===== config.mk =====
export PLATFORM = sky130hd
export DESIGN_NAME = s3ct_seq
export DESIGN_NICKNAME = d
export VERILOG_FILES = /design/src/logic/s3ct_pkg.sv /design/src/logic/s3ct_rate_rom.sv /design/src/logic/s3ct_seq.sv
export SDC_FILE = /design/constraint.sdc
export NUM_CORES = 1
export LEC_CHECK = 0
export ABC_AREA = 1
export BUFFER_PORTS_ARGS = -buffer_cell sky130_fd_sc_hd__buf_2
export CAP_MARGIN = 20
export CORE_MARGIN = 4
export CORE_UTILIZATION = 45
export DETAILED_ROUTE_END_ITERATION = 12
export GPL_TIMING_DRIVEN = 0
export PLACE_DENSITY = 0.65
export SETUP_SLACK_MARGIN = 0.02
export SYNTH_ARGS = -nofsm -noshare
export SYNTH_HDL_FRONTEND = slang
export SYNTH_HIERARCHICAL = 1
export SYNTH_SLANG_ARGS = --single-unit

===== constraint.sdc =====
create_clock -name clk -period 3.6 [get_ports clk]
set_clock_uncertainty 0.15 [all_clocks]
set_input_delay 0.72 -clock clk [delete_from_list [all_inputs] [get_ports clk]]
set_output_delay 0.72 -clock clk [all_outputs]
set_load 0.05 [all_outputs]

===== src/logic/s3ct_pkg.sv =====
// constants for the sinc3 conversion-timing sequencer
// assumes a single clock domain; counts are in modulator periods

package s3ct_pkg;

  // one modulator period is this many adc clock periods
  localparam int unsigned MOD_DIV = 16;
  localparam int unsigned MOD_CNT_W = 4;

  // start delay after a conversion start, in modulator periods
  localparam int unsigned DELAY_W = 3;
  localparam logic [2:0] DELAY_SEL_RST = 3'h0;
  localparam logic [12:0] DELAY_TAB [0:7] = '{
    13'h000E, 13'h0019, 13'h0040, 13'h0100,
    13'h0400, 13'h0800, 13'h1000, 13'h0001
  };

  // sinc3 drops this many unsettled outputs after each start
  localparam logic [1:0] SINC3_SUPPRESS = 2'h2;

  // filter select codes
  localparam logic FILT_SINC3 = 1'h0;
  localparam logic FILT_LOWLAT = 1'h1;

  // conversion mode codes
  localparam logic MODE_CONT = 1'h0;
  localparam logic MODE_SINGLE = 1'h1;

  // rate codes 0..13 map 2.5 SPS .. 4000 SPS; above 13 clamps to 13
  localparam int unsigned RATE_W = 4;
  localparam logic [3:0] RATE_MAX = 4'hD;
  localparam int unsigned RATE_N = 14;
  localparam int unsigned CNT_W = 19;
  localparam int unsigned PER_W = 17;

  // steady-state result spacing per rate, modulator periods
  localparam logic [16:0] PERIOD_TAB [0:13] = '{
    17'h19000, 17'h0C800, 17'h06400, 17'h03C00, 17'h03200,
    17'h01400, 17'h010A8, 17'h00A00, 17'h00500, 17'h00280,
    17'h00140, 17'h00100, 17'h00080, 17'h00040
  };

  // first-result latency, sinc3 rates first then low-latency rates
  localparam logic [18:0] FIRST_TAB [0:27] = '{
    19'h4B041, 19'h25841, 19'h12C41, 19'h0B441, 19'h09641,
    19'h03C41, 19'h03239, 19'h01E41, 19'h00F41, 19'h007C1,
    19'h00401, 19'h00328, 19'h001A8, 19'h000E8,
    19'h19681, 19'h0CE81, 19'h06A81, 19'h03C41, 19'h03881,
    19'h01428, 19'h010E9, 19'h00A28, 19'h00528, 19'h002A8,
    19'h00168, 19'h00128, 19'h000A8, 19'h00068
  };

  typedef enum logic [1:0] {
    S3CT_IDLE,
    S3CT_DELAY,
    S3CT_SAMPLE,
    S3CT_OVERHEAD
  } s3ct_state_t;

endpackage


===== src/logic/s3ct_rate_rom.sv =====
// rate lookup: first-result latency and result spacing per rate
// read data is registered, one clock after the index
`timescale 1ns/1ps

module s3ct_rate_rom
(
  input wire logic clk,
  input wire logic rst_n,
  input wire logic filt_sel,
  input wire logic [3:0] rate_idx,
  output logic [18:0] first_r,
  output logic [16:0] period_r
);

  logic [4:0] first_idx;

  // low-latency entries follow the fourteen sinc3 entries
  assign first_idx = filt_sel ? 5'(rate_idx) + 5'h0E : 5'(rate_idx);

  // registered read port
  always_ff @(posedge clk or negedge rst_n)
  begin
    if (!rst_n)
    begin
      first_r <= 19'h00000;
      period_r <= 17'h00000;
    end
    else
    begin
      first_r <= s3ct_pkg::FIRST_TAB[first_idx];
      period_r <= s3ct_pkg::PERIOD_TAB[rate_idx];
    end
  end

endmodule


===== src/logic/s3ct_seq.sv =====
// conversion-timing sequencer for the sinc3 decimation filter
// assumes all inputs synchronous to clk; adc_tick is one pulse per
// adc clock period; start_cmd is the pulse of a decoded start frame
`timescale 1ns/1ps

module s3ct_seq
(
  input wire logic clk,
  input wire logic rst_n,
  input wire logic adc_tick,
  input wire logic start_pin,
  input wire logic start_cmd,
  input wire logic stop_cmd,
  input wire logic conv_mode,
  input wire logic filt_sel,
  input wire logic [3:0] data_rate,
  input wire logic [2:0] delay_sel,
  output logic busy_r,
  output logic sampling_r,
  output logic compensating_r,
  output logic filt_out_r,
  output logic new_data_r,
  output logic sinc3_active_r
);

  // true on the modulator tick that ends a count
  function automatic logic count_done(input logic [18:0] cnt,
                                      input logic tick);
    count_done = tick && (cnt == 19'h00001);
  endfunction

  s3ct_pkg::s3ct_state_t state_r;
  s3ct_pkg::s3ct_state_t state_nxt;
  logic [18:0] cnt_r;
  logic [18:0] cnt_nxt;
  logic [3:0] div_r;
  logic [3:0] div_nxt;
  logic [1:0] sup_r;
  logic [1:0] sup_nxt;
  logic first_r;
  logic first_nxt;
  logic pin_q_r;
  logic cfg_mode_r;
  logic cfg_filt_r;
  logic [3:0] cfg_rate_r;
  logic [18:0] rom_first;
  logic [16:0] rom_period;
  logic start_evt;
  logic mod_tick;
  logic [3:0] rate_clamped;
  logic [1:0] sup_limit;
  logic [18:0] delay_cnt;
  logic [18:0] period_cnt;
  logic [18:0] settle_cnt;
  logic [18:0] ovh_cnt;
  logic done;
  logic filt_evt;
  logic deliver;

  // a start event from the pin edge or from the command frame
  assign start_evt = (start_pin && !pin_q_r) || start_cmd;

  // modulator tick every sixteenth adc clock, so all timing
  // follows the adc clock rather than clk
  assign mod_tick = adc_tick &&
    (div_r == 4'(s3ct_pkg::MOD_DIV - 1));

  // unused rate codes fall back to the fastest rate
  assign rate_clamped = (cfg_rate_r > s3ct_pkg::RATE_MAX) ?
    s3ct_pkg::RATE_MAX : cfg_rate_r;

  // sinc3 hides two outputs, the low-latency filter none
  assign sup_limit = (cfg_filt_r == s3ct_pkg::FILT_SINC3) ?
    s3ct_pkg::SINC3_SUPPRESS : 2'h0;

  // delay is picked from the live field, since it is needed on the
  // very edge that takes the start
  assign delay_cnt = 19'(s3ct_pkg::DELAY_TAB[delay_sel]);
  assign period_cnt = 19'(rom_period);

  // overhead is what remains of the first latency after the
  // settling samples; for sinc3 that is three data periods
  assign settle_cnt = 19'(period_cnt * (19'(sup_limit) + 19'h00001));
  assign ovh_cnt = 19'(rom_first - settle_cnt);

  assign done = count_done(cnt_r, mod_tick);
  assign filt_evt = (state_r == s3ct_pkg::S3CT_SAMPLE) && done;

  // a result reaches the host at the end of overhead, or at the end
  // of each later data period in continuous mode
  assign deliver = done &&
    ((state_r == s3ct_pkg::S3CT_OVERHEAD) ||
     (state_r == s3ct_pkg::S3CT_SAMPLE && !first_r));

  // rate table, read after config is latched; the delay phase lasts
  // at least one modulator period so the read data has settled
  s3ct_rate_rom u_rom
  (
    .clk(clk),
    .rst_n(rst_n),
    .filt_sel(cfg_filt_r),
    .rate_idx(rate_clamped),
    .first_r(rom_first),
    .period_r(rom_period)
  );

  // sequencer next state; a start restarts from any state and
  // wins over a stop arriving in the same cycle
  always_comb
  begin
    state_nxt = state_r;
    cnt_nxt = cnt_r;
    sup_nxt = sup_r;
    first_nxt = first_r;
    div_nxt = adc_tick ? 4'(div_r + 4'h1) : div_r;
    if (start_evt)
    begin
      state_nxt = s3ct_pkg::S3CT_DELAY;
      cnt_nxt = delay_cnt;
      sup_nxt = 2'h0;
      first_nxt = 1'b1;
      div_nxt = 4'h0;
    end
    else if (stop_cmd)
    begin
      state_nxt = s3ct_pkg::S3CT_IDLE;
    end
    else
    begin
      unique case (state_r)
        s3ct_pkg::S3CT_IDLE:
        begin
          cnt_nxt = 19'h00000;
        end
        s3ct_pkg::S3CT_DELAY:
        begin
          if (mod_tick)
            cnt_nxt = 19'(cnt_r - 19'h00001);
          if (done)
          begin
            state_nxt = s3ct_pkg::S3CT_SAMPLE;
            cnt_nxt = period_cnt;
          end
        end
        s3ct_pkg::S3CT_SAMPLE:
        begin
          if (mod_tick)
            cnt_nxt = 19'(cnt_r - 19'h00001);
          if (done)
          begin
            cnt_nxt = period_cnt;
            if (first_r && sup_r < sup_limit)
              sup_nxt = 2'(sup_r + 2'h1);
            else if (first_r)
            begin
              state_nxt = s3ct_pkg::S3CT_OVERHEAD;
              cnt_nxt = ovh_cnt;
            end
          end
        end
        s3ct_pkg::S3CT_OVERHEAD:
        begin
          if (mod_tick)
            cnt_nxt = 19'(cnt_r - 19'h00001);
          if (done)
          begin
            first_nxt = 1'b0;
            cnt_nxt = period_cnt;
            if (cfg_mode_r == s3ct_pkg::MODE_SINGLE)
              state_nxt = s3ct_pkg::S3CT_IDLE;
            else
              state_nxt = s3ct_pkg::S3CT_SAMPLE;
          end
        end
      endcase
    end
  end

  // state and counters
  always_ff @(posedge clk or negedge rst_n)
  begin
    if (!rst_n)
    begin
      state_r <= s3ct_pkg::S3CT_IDLE;
      cnt_r <= 19'h00000;
      div_r <= 4'h0;
      sup_r <= 2'h0;
      first_r <= 1'b0;
      pin_q_r <= 1'b0;
    end
    else
    begin
      state_r <= state_nxt;
      cnt_r <= cnt_nxt;
      div_r <= div_nxt;
      sup_r <= sup_nxt;
      first_r <= first_nxt;
      pin_q_r <= start_pin;
    end
  end

  // config is held for the whole run so a mid-run change
  // cannot bend the timing of a conversion in flight
  always_ff @(posedge clk or negedge rst_n)
  begin
    if (!rst_n)
    begin
      cfg_mode_r <= s3ct_pkg::MODE_CONT;
      cfg_filt_r <= s3ct_pkg::FILT_SINC3;
      cfg_rate_r <= 4'h0;
    end
    else if (start_evt)
    begin
      cfg_mode_r <= conv_mode;
      cfg_filt_r <= filt_sel;
      cfg_rate_r <= data_rate;
    end
  end

  // registered status and event outputs
  always_ff @(posedge clk or negedge rst_n)
  begin
    if (!rst_n)
    begin
      busy_r <= 1'b0;
      sampling_r <= 1'b0;
      compensating_r <= 1'b0;
      filt_out_r <= 1'b0;
      new_data_r <= 1'b0;
      sinc3_active_r <= 1'b1;
    end
    else
    begin
      busy_r <= (state_nxt != s3ct_pkg::S3CT_IDLE);
      sampling_r <= (state_nxt == s3ct_pkg::S3CT_SAMPLE);
      compensating_r <= (state_nxt == s3ct_pkg::S3CT_OVERHEAD);
      filt_out_r <= filt_evt && !start_evt && !stop_cmd;
      // suppressed outputs never pulse new data
      new_data_r <= deliver && !start_evt && !stop_cmd;
      sinc3_active_r <= (cfg_filt_r == s3ct_pkg::FILT_SINC3);
    end
  end

endmodule


# After elaboration in Yosys (flattened, before gate mapping)

Memory sizes are Yosys's and may differ from the RTL's. A register that Yosys moved wholly into a read port is not among the register bits.
Index checks and enable logic that the tools add are counted.

Bits in registers: 41
Bits in read-only memories: 984
Memories kept: 3

Memory list:

| memory          | depth | bits a word | rd ports | clocked after Yosys merged registers in | write ports | RTL line            | text |
|---|---|---|---|---|---|---|---|
| (no name shown) | 32    | 19          | 1        | 1                                       | 0           | s3ct_rate_rom.sv:30 | `first_r <= s3ct_pkg::FIRST_TAB[first_idx];` |
| (no name shown) | 16    | 17          | 1        | 1                                       | 0           | s3ct_rate_rom.sv:31 | `period_r <= s3ct_pkg::PERIOD_TAB[rate_idx];` |
| (no name shown) | 8     | 13          | 1        | 0                                       | 0           | s3ct_seq.sv:78      | `assign delay_cnt = 19'(s3ct_pkg::DELAY_TAB[delay_sel]);` |

Reductions and logical operators: 29
Bitwise logic cells: 4
Multiplexer cells: 33
Equal/unequal tests: 8
Magnitude comparators: 3
Add/sub/neg operators: 6
Multiply operators: 1

Operators with widths:

| cell                  | count |
|---|---|
| $mux 19               | 7 |
| $pmux 19 s3           | 1 |
| $mux 2                | 14 |
| $mux 13               | 2 |
| $eq 19x1->1 const B   | 1 |
| $mul 17x3->19         | 1 |
| $sub 19x1->19 const B | 1 |
| $sub 19x19->19        | 1 |
| $mux 4                | 3 |
| $reduce_bool 2->1     | 6 |
| $logic_and 1x1->1     | 11 |
| $eq 2x2->1 const B    | 4 |
| $logic_not 1->1       | 6 |
| $not 5->6             | 1 |
| $pmux 2 s3            | 1 |
| $add 4x4->5 const B   | 1 |
| $mux 5                | 1 |
| $not 4->5             | 1 |
| $add 4x1->4 const B   | 1 |
| $eq 4x4->1 const B    | 1 |
| $ge 4x4->1 const B    | 1 |
| $gt 4x4->1 const B    | 1 |
| $mux 1                | 4 |
| $not 3->4             | 1 |
| 11 further kinds      | 12 |

# Depth between registers and ports, before layout

Gate-level depths: netlist of run 1.

Depth in word-level cells: 10
Mapped depth: 22

# Cells and area by module

Netlist of run 1, hierarchy kept.

Modules (own cells, without submodules):

| module        | area each (µm²) | cells an instance | instances |
|---|---|---|---|
| s3ct_seq      | 4709.5          | 717               | 1 |
| s3ct_rate_rom | 1727.9          | 198               | 1 |

# Worst setup path before layout of run 1

Ideal clock, no wire load.

Path type: register -> register
From: register cfg_filt_r
To: register cnt_r[10]
Required time: 3325 ps
Buffers on the path: 2
Stages on the path, launching flop included: 16
Path slack: 431 ps
Arrival time: 2895 ps
Setup time: 125 ps
Cells stage by stage: dfrtp_1 > buf_4 > clkbuf_1 > nor2_1 > ha_1 > fa_1 > inv_1 > ha_1 > a21o_1 > a21oi_1 > nand2_1 > or2_2 > nand3_1 > nand2_1 > nand2_1 > a21oi_1

Cells in the longest elaborated chain, start to end: 10
Elaborated cells between the ends (all ways): 12
Classes of those cells: add/sub (2); mul (1); order compare (1); mux (7); reduce/logical (1)

Ends and longest elaborated chain:

| element                  | RTL line        | text |
|---|---|---|
| start: declaration       | s3ct_seq.sv:44  | `logic cfg_filt_r;` |
| start signal: assignment | s3ct_seq.sv:209 | `cfg_filt_r <= s3ct_pkg::FILT_SINC3;` |
| start signal: assignment | s3ct_seq.sv:215 | `cfg_filt_r <= filt_sel;` |
| $mux 2 (*)               | s3ct_seq.sv:73  | `assign sup_limit = (cfg_filt_r == s3ct_pkg::FILT_SINC3) ?` |
| $add 2x1->3              | s3ct_seq.sv:83  | `assign settle_cnt = 19'(period_cnt * (19'(sup_limit) + 19'h00001));` |
| $mul 17x3->19            | s3ct_seq.sv:83  |  |
| $sub 19x19->19           | s3ct_seq.sv:84  | `assign ovh_cnt = 19'(rom_first - settle_cnt);` |
| $mux 19                  | s3ct_seq.sv:154 | `else if (first_r)` |
| $mux 19 (*)              | s3ct_seq.sv:152 | `if (first_r && sup_r < sup_limit)` |
| $mux 19 (*)              | s3ct_seq.sv:149 | `if (done)` |
| $pmux 19 s3 (*)          | s3ct_seq.sv:130 | `unique case (state_r)` |
| $mux 19 (*)              | s3ct_seq.sv:124 | `else if (stop_cmd)` |
| $mux 19 (*)              | s3ct_seq.sv:116 | `if (start_evt)` |
| end signal: assignment   | s3ct_seq.sv:194 | `cnt_r <= cnt_nxt;` |
| end: declaration         | s3ct_seq.sv:34  | `logic [18:0] cnt_r;` |

Mark *: on every way between the ends. The rest lies on a longest branch, timed or not. The select of a mux whose other input is x is not followed.
A chain may end at the register's enable or synchronous reset.

# Worst setup path in the final report of run 1

Same ends and word-level chain as after synthesis.

==> results of run 1 <==
==> cells in the final DEF, fill, tap and decap left out, types with 3 or more instances in the layout <==
cell type	netlist	final
o21ai_0	28	28
ha_1	52	52
nor2_1	94	94
nand2_4	8	8
nand3_2	4	4
buf_2	2	22
o21bai_1	4	4
o31ai_1	6	6
a21oi_1	39	39
buf_4	10	11
clkbuf_1	7	6
clkbuf_16	0	9
conb_1	1	6
nor2_2	4	4
inv_1	154	154
dfrtp_1	68	68
nand2_1	233	233
a21oi_2	6	6
xnor2_1	3	3
o41ai_1	3	3
nand4_1	13	13
a21o_1	4	4
xor2_1	8	8
nor3_1	9	9
nand2_2	4	4
inv_6	0	5
nand3_1	60	60
o21ai_1	21	20
inv_2	5	5
nand4_2	3	3
o21a_1	4	4
fa_1	16	16
nor2_4	5	5
buf_6	7	7
clkinv_1	3	3
==> state kept, by name (all words and copies together), names as in the netlist, 2 cells and up <==
register	flops
u_rom/first_r	16
u_rom/period_r	12
div_r	4
sup_r	2
state_r	2
cnt_r	19
cfg_rate_r	4
==> per-stage QoR <==
step	TNS (ns)	cells	setup slack [ns]	hold WS (ns)
2_1_floorplan	0	920	0.431	0.274
3_3_place_gp	-0.0521	1120	-0.0521	0.326
3_5_place_dp	-0.0616	1122	-0.0616	0.333
4_1_cts	0	1137	0.299	0.144
5_1_grt	0	1137	0.0410	0.168
6_report	0	1137	0.327	0.139
==> how the worst max path moves through the flow <==
stage,to,from,cells after the start
3_5_place_dp,cnt_r[10],cfg_filt_r,15
2_1_floorplan,cnt_r[10],cfg_filt_r,15
4_1_cts,cnt_r[10],cfg_filt_r,14
3_3_place_gp,cnt_r[10],cfg_filt_r,15
6_report,cnt_r[10],cfg_filt_r,14
5_1_grt,cnt_r[15],cfg_filt_r,19
==> metal layers <==
| metal | wire [um] | GRT usage | up-vias |
|---|---|---|---|
| li1 | - | - | 2963 |
| met1 | 7970 | 0.309 | 2623 |
| met2 | 7040 | 0.329 | 119 |
| met3 | 799 | 0.0422 | 23 |
| met4 | 341 | 0.0612 | 0 |
| met5 | 0 | 0 | - |
==> critical path, delay by kind of cell, from the launching register on <==
| family | cells | cell delay [ns] |
|---|---|---|
| AOI/OAI and AO/OA | 3 | 0.42 |
| adders and majority gates | 3 | 1.17 |
| buffers and inverters | 2 | 0.30 |
| DFF | 1 | 0.36 |
| and+or+nand+nor | 6 | 0.75 |
==> report_power, final <==
part | internal [uW] | leakage (uW) | switching, uW | total (uW)
Combinational | 676 | 0.00273 | 1250 | 1930
Clock | 547 | 0.000152 | 378 | 925
Sequential | 854 | 0.000891 | 56.2 | 910
Total | 2080 | 0.00378 | 1690 | 3760
==> cell type report <==
class                           count  area (sq um)  share of cell area
Inverter                          164           621              0.0872
Buffer                             25           186              0.0262
Clock buffer                        9           225              0.0316
Clock inverter                      7          78.8              0.0111
Tap cell                          180           225              0.0316
Sequential cell                    69          1730               0.243
Timing Repair Buffer               22           135              0.0190
Multi-Input combinational cell    661          3920               0.551
==> timing repair <==
action,4_1_cts,5_1_grt
gates cloned,0,0
gates resized for setup,0,1
hold buffers,0,0
hold endpoints to repair,0,0
endpoints found under the setup margin,4,1
==> cells by family (layout without fill, tap and decap cells) <==
kind of cell | Yosys count | in the layout | share of synthesized area
compound gates | 127 | 127 | 0.118
buf+inv | 190 | 227 | 0.126
flops | 69 | 69 | 0.268
simple gates | 449 | 449 | 0.321
other cells | 1 | 6 | 0.000583
xor+xnor | 11 | 11 | 0.0150
fa+ha+maj | 68 | 68 | 0.151
==> results.md, run 1 <==
- Via count: 5,728
- Capturing point of the worst reg2reg path: cnt_r[10]
- I/O Pins: 21
- Sum of overflow across all layers after global routing: 0
- Unrepaired setup endpoints after global routing: no
- Number of cells on the worst reg-to-reg path: 14
- Fin util: 0.511
- Post-CTS Setup Repair Bufs: 0
- DRC violation count after routing: 0
- Filler Cells Inserted: 1,418
- Routed WL per cell: 14.2 um
- Post-Route WL: 16,100 um
- Synth area leader: dfrtp_1
- EDFF count, synth: 0
- Vias in the first global route: 5,593
- X dimension of the die: 128 um
- Clock-pin slew on the worst setup and hold paths: 0.06 ns
- Clock sinks: 69
- CTS Buffer Depth: 2
- Hold Vio Cnt, Final: 0
- Worst hold path class: primary input to async pin
- Starting utilization of the core area: 0.462
- Leakage power of the design: 0.00378 uW
- CP Cell Sequence: buf_4 -> nor2_1 -> ha_1 -> fa_1 -> inv_1 -> ha_1 -> a21o_1 -> a21oi_1 -> nand2_1 -> or2_2 -> nand3_1 -> nand2_1 -> nand2_1 -> a21oi_1
- Worst path most repeated cell: nand2_1
- Worst Tran Pin Value: 0.706 ns
- Slew Viols, Final: 0
- Total number of H-tree levels: 3
- Clock period minus worst slack: 3.27 ns
- Netlist area before placement: 6440 sq um
- Number of distinct standard cells referenced by the synthesized netlist: 53
- CP Launch Type: flop
- Total power of the final layout: 3760 uW
- Max stage delay on crit path: 0.50 ns
- Arr. time, crit path: 3.35 ns
- Placement Cell Area: 6820 sq um
- Maximum VDD drop: 345 uV
- Setup violations, final: 0
- Area of the core region: 13,900 sq um
- Gp weighted congestion: 0.887
- R2R setup slack: 0.33 ns
- Instance count of the mapped netlist: 915
- GRT Overall Usage: 0.215
- Std cell rows: 43
- Outcome: complete, no violations
- Number of iterations in the first detailed-routing pass: 5
- Most instantiated flip-flop cell in the synthesis netlist: dfrtp_1
- Number of buffers added on ports: 20
- Clock tree from TritonCTS: yes
- Post-route cell area: 7120 sq um
- Yosys reg bits: 69
- Critical Path Sink Type: flop
- Antenna Violating Nets Remaining: 0
- First-pass GRT wire length: 27,900 um
- Mean post-synth cell area: 7.04 sq um
- Die footprint: 16,300 sq um
- Number of antenna violations at the first check in global routing: 0
- Worst-path fanout max: 18
- Power per cell area: 528 nW/um^2
- Ratio of cells with drive above 1 in the final layout: 0.116
- Final worst path period share: 0.909
- Sequential fraction of the synthesis area: 0.268
- Max capacitance violation total: 0
- Data required time of the worst path: 3.68 ns
- Highest clock frequency the design can meet: 306 MHz
- Start of the worst register-to-register path: cfg_filt_r
- Warnings from Yosys: 6
- Headroom to the max-slew limit: 0.529
- Cell with the largest stage delay on the worst path: fa_1
- Share of flip-flops with an asynchronous set or reset after synthesis: 1.00
- Chip Height: 128 um
- Skew-Pair Late Insertion Delay: 0.35 ns
- Top cell types by occurrence after synthesis: nand2_1, inv_1, nor2_1
- Post-detailed-route via-to-cell ratio: 5.04
- Number of diodes: 0
- DPL Wire Length: 12,900 um
- Number of DRC markers after the initial detailed-route iteration: 338
- CTS buffer count: 9
- Area added between synthesis and finish: 10.6%
- Area share of the leading cell type in the synthesized netlist: 0.264
- Maximum number of pins on one net before global-route repair: 46
- Final layout net count: 1,035
- Most instantiated library cell after synthesis: nand2_1
- Setup CP Type: flop to flop
- Clock tree root driver cell: clkbuf_16
- Synth top area cells: dfrtp_1, nand2_1, ha_1
No activity file was read; power rests on OpenSTA's default activity.
==> inputs of run 2 (changes only) <==
--- a/config.mk
+++ b/config.mk
@@ -8,11 +8,13 @@
 export ABC_AREA = 1
 export BUFFER_PORTS_ARGS = -buffer_cell sky130_fd_sc_hd__buf_2
 export CAP_MARGIN = 20
+export CELL_PAD_IN_SITES_DETAIL_PLACEMENT = 0
+export CELL_PAD_IN_SITES_GLOBAL_PLACEMENT = 1
 export CORE_MARGIN = 4
 export CORE_UTILIZATION = 45
 export DETAILED_ROUTE_END_ITERATION = 12
 export GPL_TIMING_DRIVEN = 0
-export PLACE_DENSITY = 0.65
+export PLACE_DENSITY = 0.83
 export SETUP_SLACK_MARGIN = 0.02
 export SYNTH_ARGS = -nofsm -noshare
 export SYNTH_HDL_FRONTEND = slang
==> results.md, run 2 (same netlist as run 1, synthesis figures left out) <==
- Fin util: 0.509
- Skew-Pair Late Insertion Delay: 0.35 ns
- Number of diodes: 0
- Std cell rows: 43
- Post-CTS Setup Repair Bufs: 0
- CP Launch Type: flop
- Gp weighted congestion: 0.894
- Final worst path period share: 0.908
- Post-detailed-route via-to-cell ratio: 4.99
- Clock period minus worst slack: 3.27 ns
- Largest registers: cnt_r (19), u_rom/first_r (16), u_rom/period_r (12)
- Worst Tran Pin Value: 0.741 ns
- Die footprint: 16,300 sq um
- Final layout net count: 1,035
- Area of the core region: 13,900 sq um
- Maximum VDD drop: 240 uV
- Flip-flop count of the largest register after layout: 19
- Via count: 5,677
- Leakage power of the design: 0.00376 uW
- Hold buffer count at cts: 0
- Highest clock frequency the design can meet: 306 MHz
- Worst-path fanout max: 4
- Max capacitance violation total: 0
- Headroom to the max-slew limit: 0.506
- Critical Path Sink Type: flop
- Ratio of cells with drive above 1 in the final layout: 0.115
- DPL Wire Length: 13,200 um
- Data required time of the worst path: 3.68 ns
- Post-Route WL: 16,300 um
- Area added between synthesis and finish: 10.1%
- Starting utilization of the core area: 0.462
- Slew Viols, Final: 0
- Antenna Violating Nets Remaining: 0
- Setup CP Type: flop to flop
- Number of DRC markers after the initial detailed-route iteration: 362
- Clock sinks: 69
- Maximum number of pins on one net before global-route repair: 40
- Leading cell type in the layout, fill and taps excluded: nand2_1
- Filler Cells Inserted: 1,447
- Clock tree root driver cell: clkbuf_16
- Worst setup path start: u_rom/period_r[5]
- Number of buffers added on ports: 20
- Power per cell area: 521 nW/um^2
- Sum of overflow across all layers after global routing: 0
- Commonest cells after routing, fill and taps aside: nand2_1, inv_1, nor2_1
- Clock-pin slew on the worst setup and hold paths: 0.07 ns
- Number of antenna violations at the first check in global routing: 0
- Final-layout setup total negative slack: 0 ns
- First-pass GRT wire length: 27,800 um
- Cell total after placement: 1,122
- DRC violation count after routing: 0
- Start of the worst register-to-register path: u_rom/period_r[5]
- Arr. time, crit path: 3.35 ns
- Chip Height: 128 um
- Unrepaired setup endpoints after global routing: no
- Routed WL per cell: 14.3 um
- Register bank with the most flops: cnt_r
- I/O Pins: 21
- Number of iterations in the first detailed-routing pass: 5
- CTS Buffer Depth: 2
- GRT Overall Usage: 0.213
- Vias in the first global route: 5,424
- Number of instances resized during post-cts repair: 0
- Post-route insts no fill: 1,137
- X dimension of the die: 128 um
- Reg area: 1730 sq um
- CTS buffer count: 9
- Outcome: complete, no violations
- Setup violations, final: 0
- Clock tree from TritonCTS: yes
- Footprint of the multi-input gates: 3920 sq um
- Worst hold path class: primary input to async pin
- Total number of H-tree levels: 3
- Hold Vio Cnt, Final: 0
==> run 2: cell count changes in the layout (fill, tap and decap cells not counted), sizes merged <==
cell	before	now
clkinvlp	0	1
bufinv	1	0
clkinv	4	6
inv	166	164
==> run 2: power breakdown <==
group | leakage (uW) | internal, uW | switching (uW)
clock | 0.000138 | 477 | 383
combinational | 0.00273 | 674 | 1250
sequential | 0.000891 | 854 | 58.0
total | 0.00376 | 2000 | 1690
==> run 2: through the flow <==
stage | area (sq um) | worst slack (ns) | hold slack, ns | total power [uW]
floorplan | 6460 | 0.431 | 0.274 | 2400
global placement | 6780 | -0.0670 | 0.315 | 2830
detailed placement | 6810 | -0.0529 | 0.323 | 2830
CTS | 7090 | 0.301 | 0.154 | 3710
global route | 7090 | 0.0389 | 0.178 | 4070
finish | 7090 | 0.333 | 0.140 | 3690
==> run 2: final cells by class <==
type,count,area share
tap,180,0.0318
clock inverter,7,0.00830
buffer,25,0.0263
inverter,164,0.0875
sequential,69,0.244
clock buffer,9,0.0318
timing repair buffer,22,0.0180
multi-input combinational,661,0.553
==> run 2: path summary, 6_finish.rpt <==
check                               endpoint  slack (ns)  cells past startpoint
setup / recovery                   cnt_r[15]        0.33                     20
hold / removal             u_rom/period_r[5]        0.14                      1
setup reg to reg                   cnt_r[15]        0.33                     20
hold reg to reg                   cfg_mode_r        0.33                      2
max in group asynchronous      cfg_rate_r[3]        2.61                      2
min in group clk                  cfg_mode_r        0.33                      2
==> run 2: metal layers <==
| metal | wire length, um | GRT usage | up-vias |
|---|---|---|---|
| met3 | 583 | 0.0226 | 18 |
| met2 | 7460 | 0.339 | 101 |
| li1 | - | - | 2963 |
| met4 | 215 | 0.0543 | 0 |
| met1 | 8050 | 0.310 | 2595 |
| met5 | 0 | 0 | - |
==> run 2: worst max-delay path: stages, from the launching register on <==
cell and delay [ns]:
dfrtp_1 0.41, buf_4 0.15, inv_1 0.09, nor2_1 0.06, ha_1 0.30, fa_1 0.51
inv_1 0.04, ha_1 0.32, inv_1 0.06, o21ai_0 0.29, nor2_1 0.09, nand2_1 0.16
nand2_1 0.09, nand2_1 0.07, nand2_1 0.05, nand3_1 0.07, nand2_1 0.05, nand2_1 0.05
nand2_1 0.05, nand2_1 0.05, nand2_1 0.04
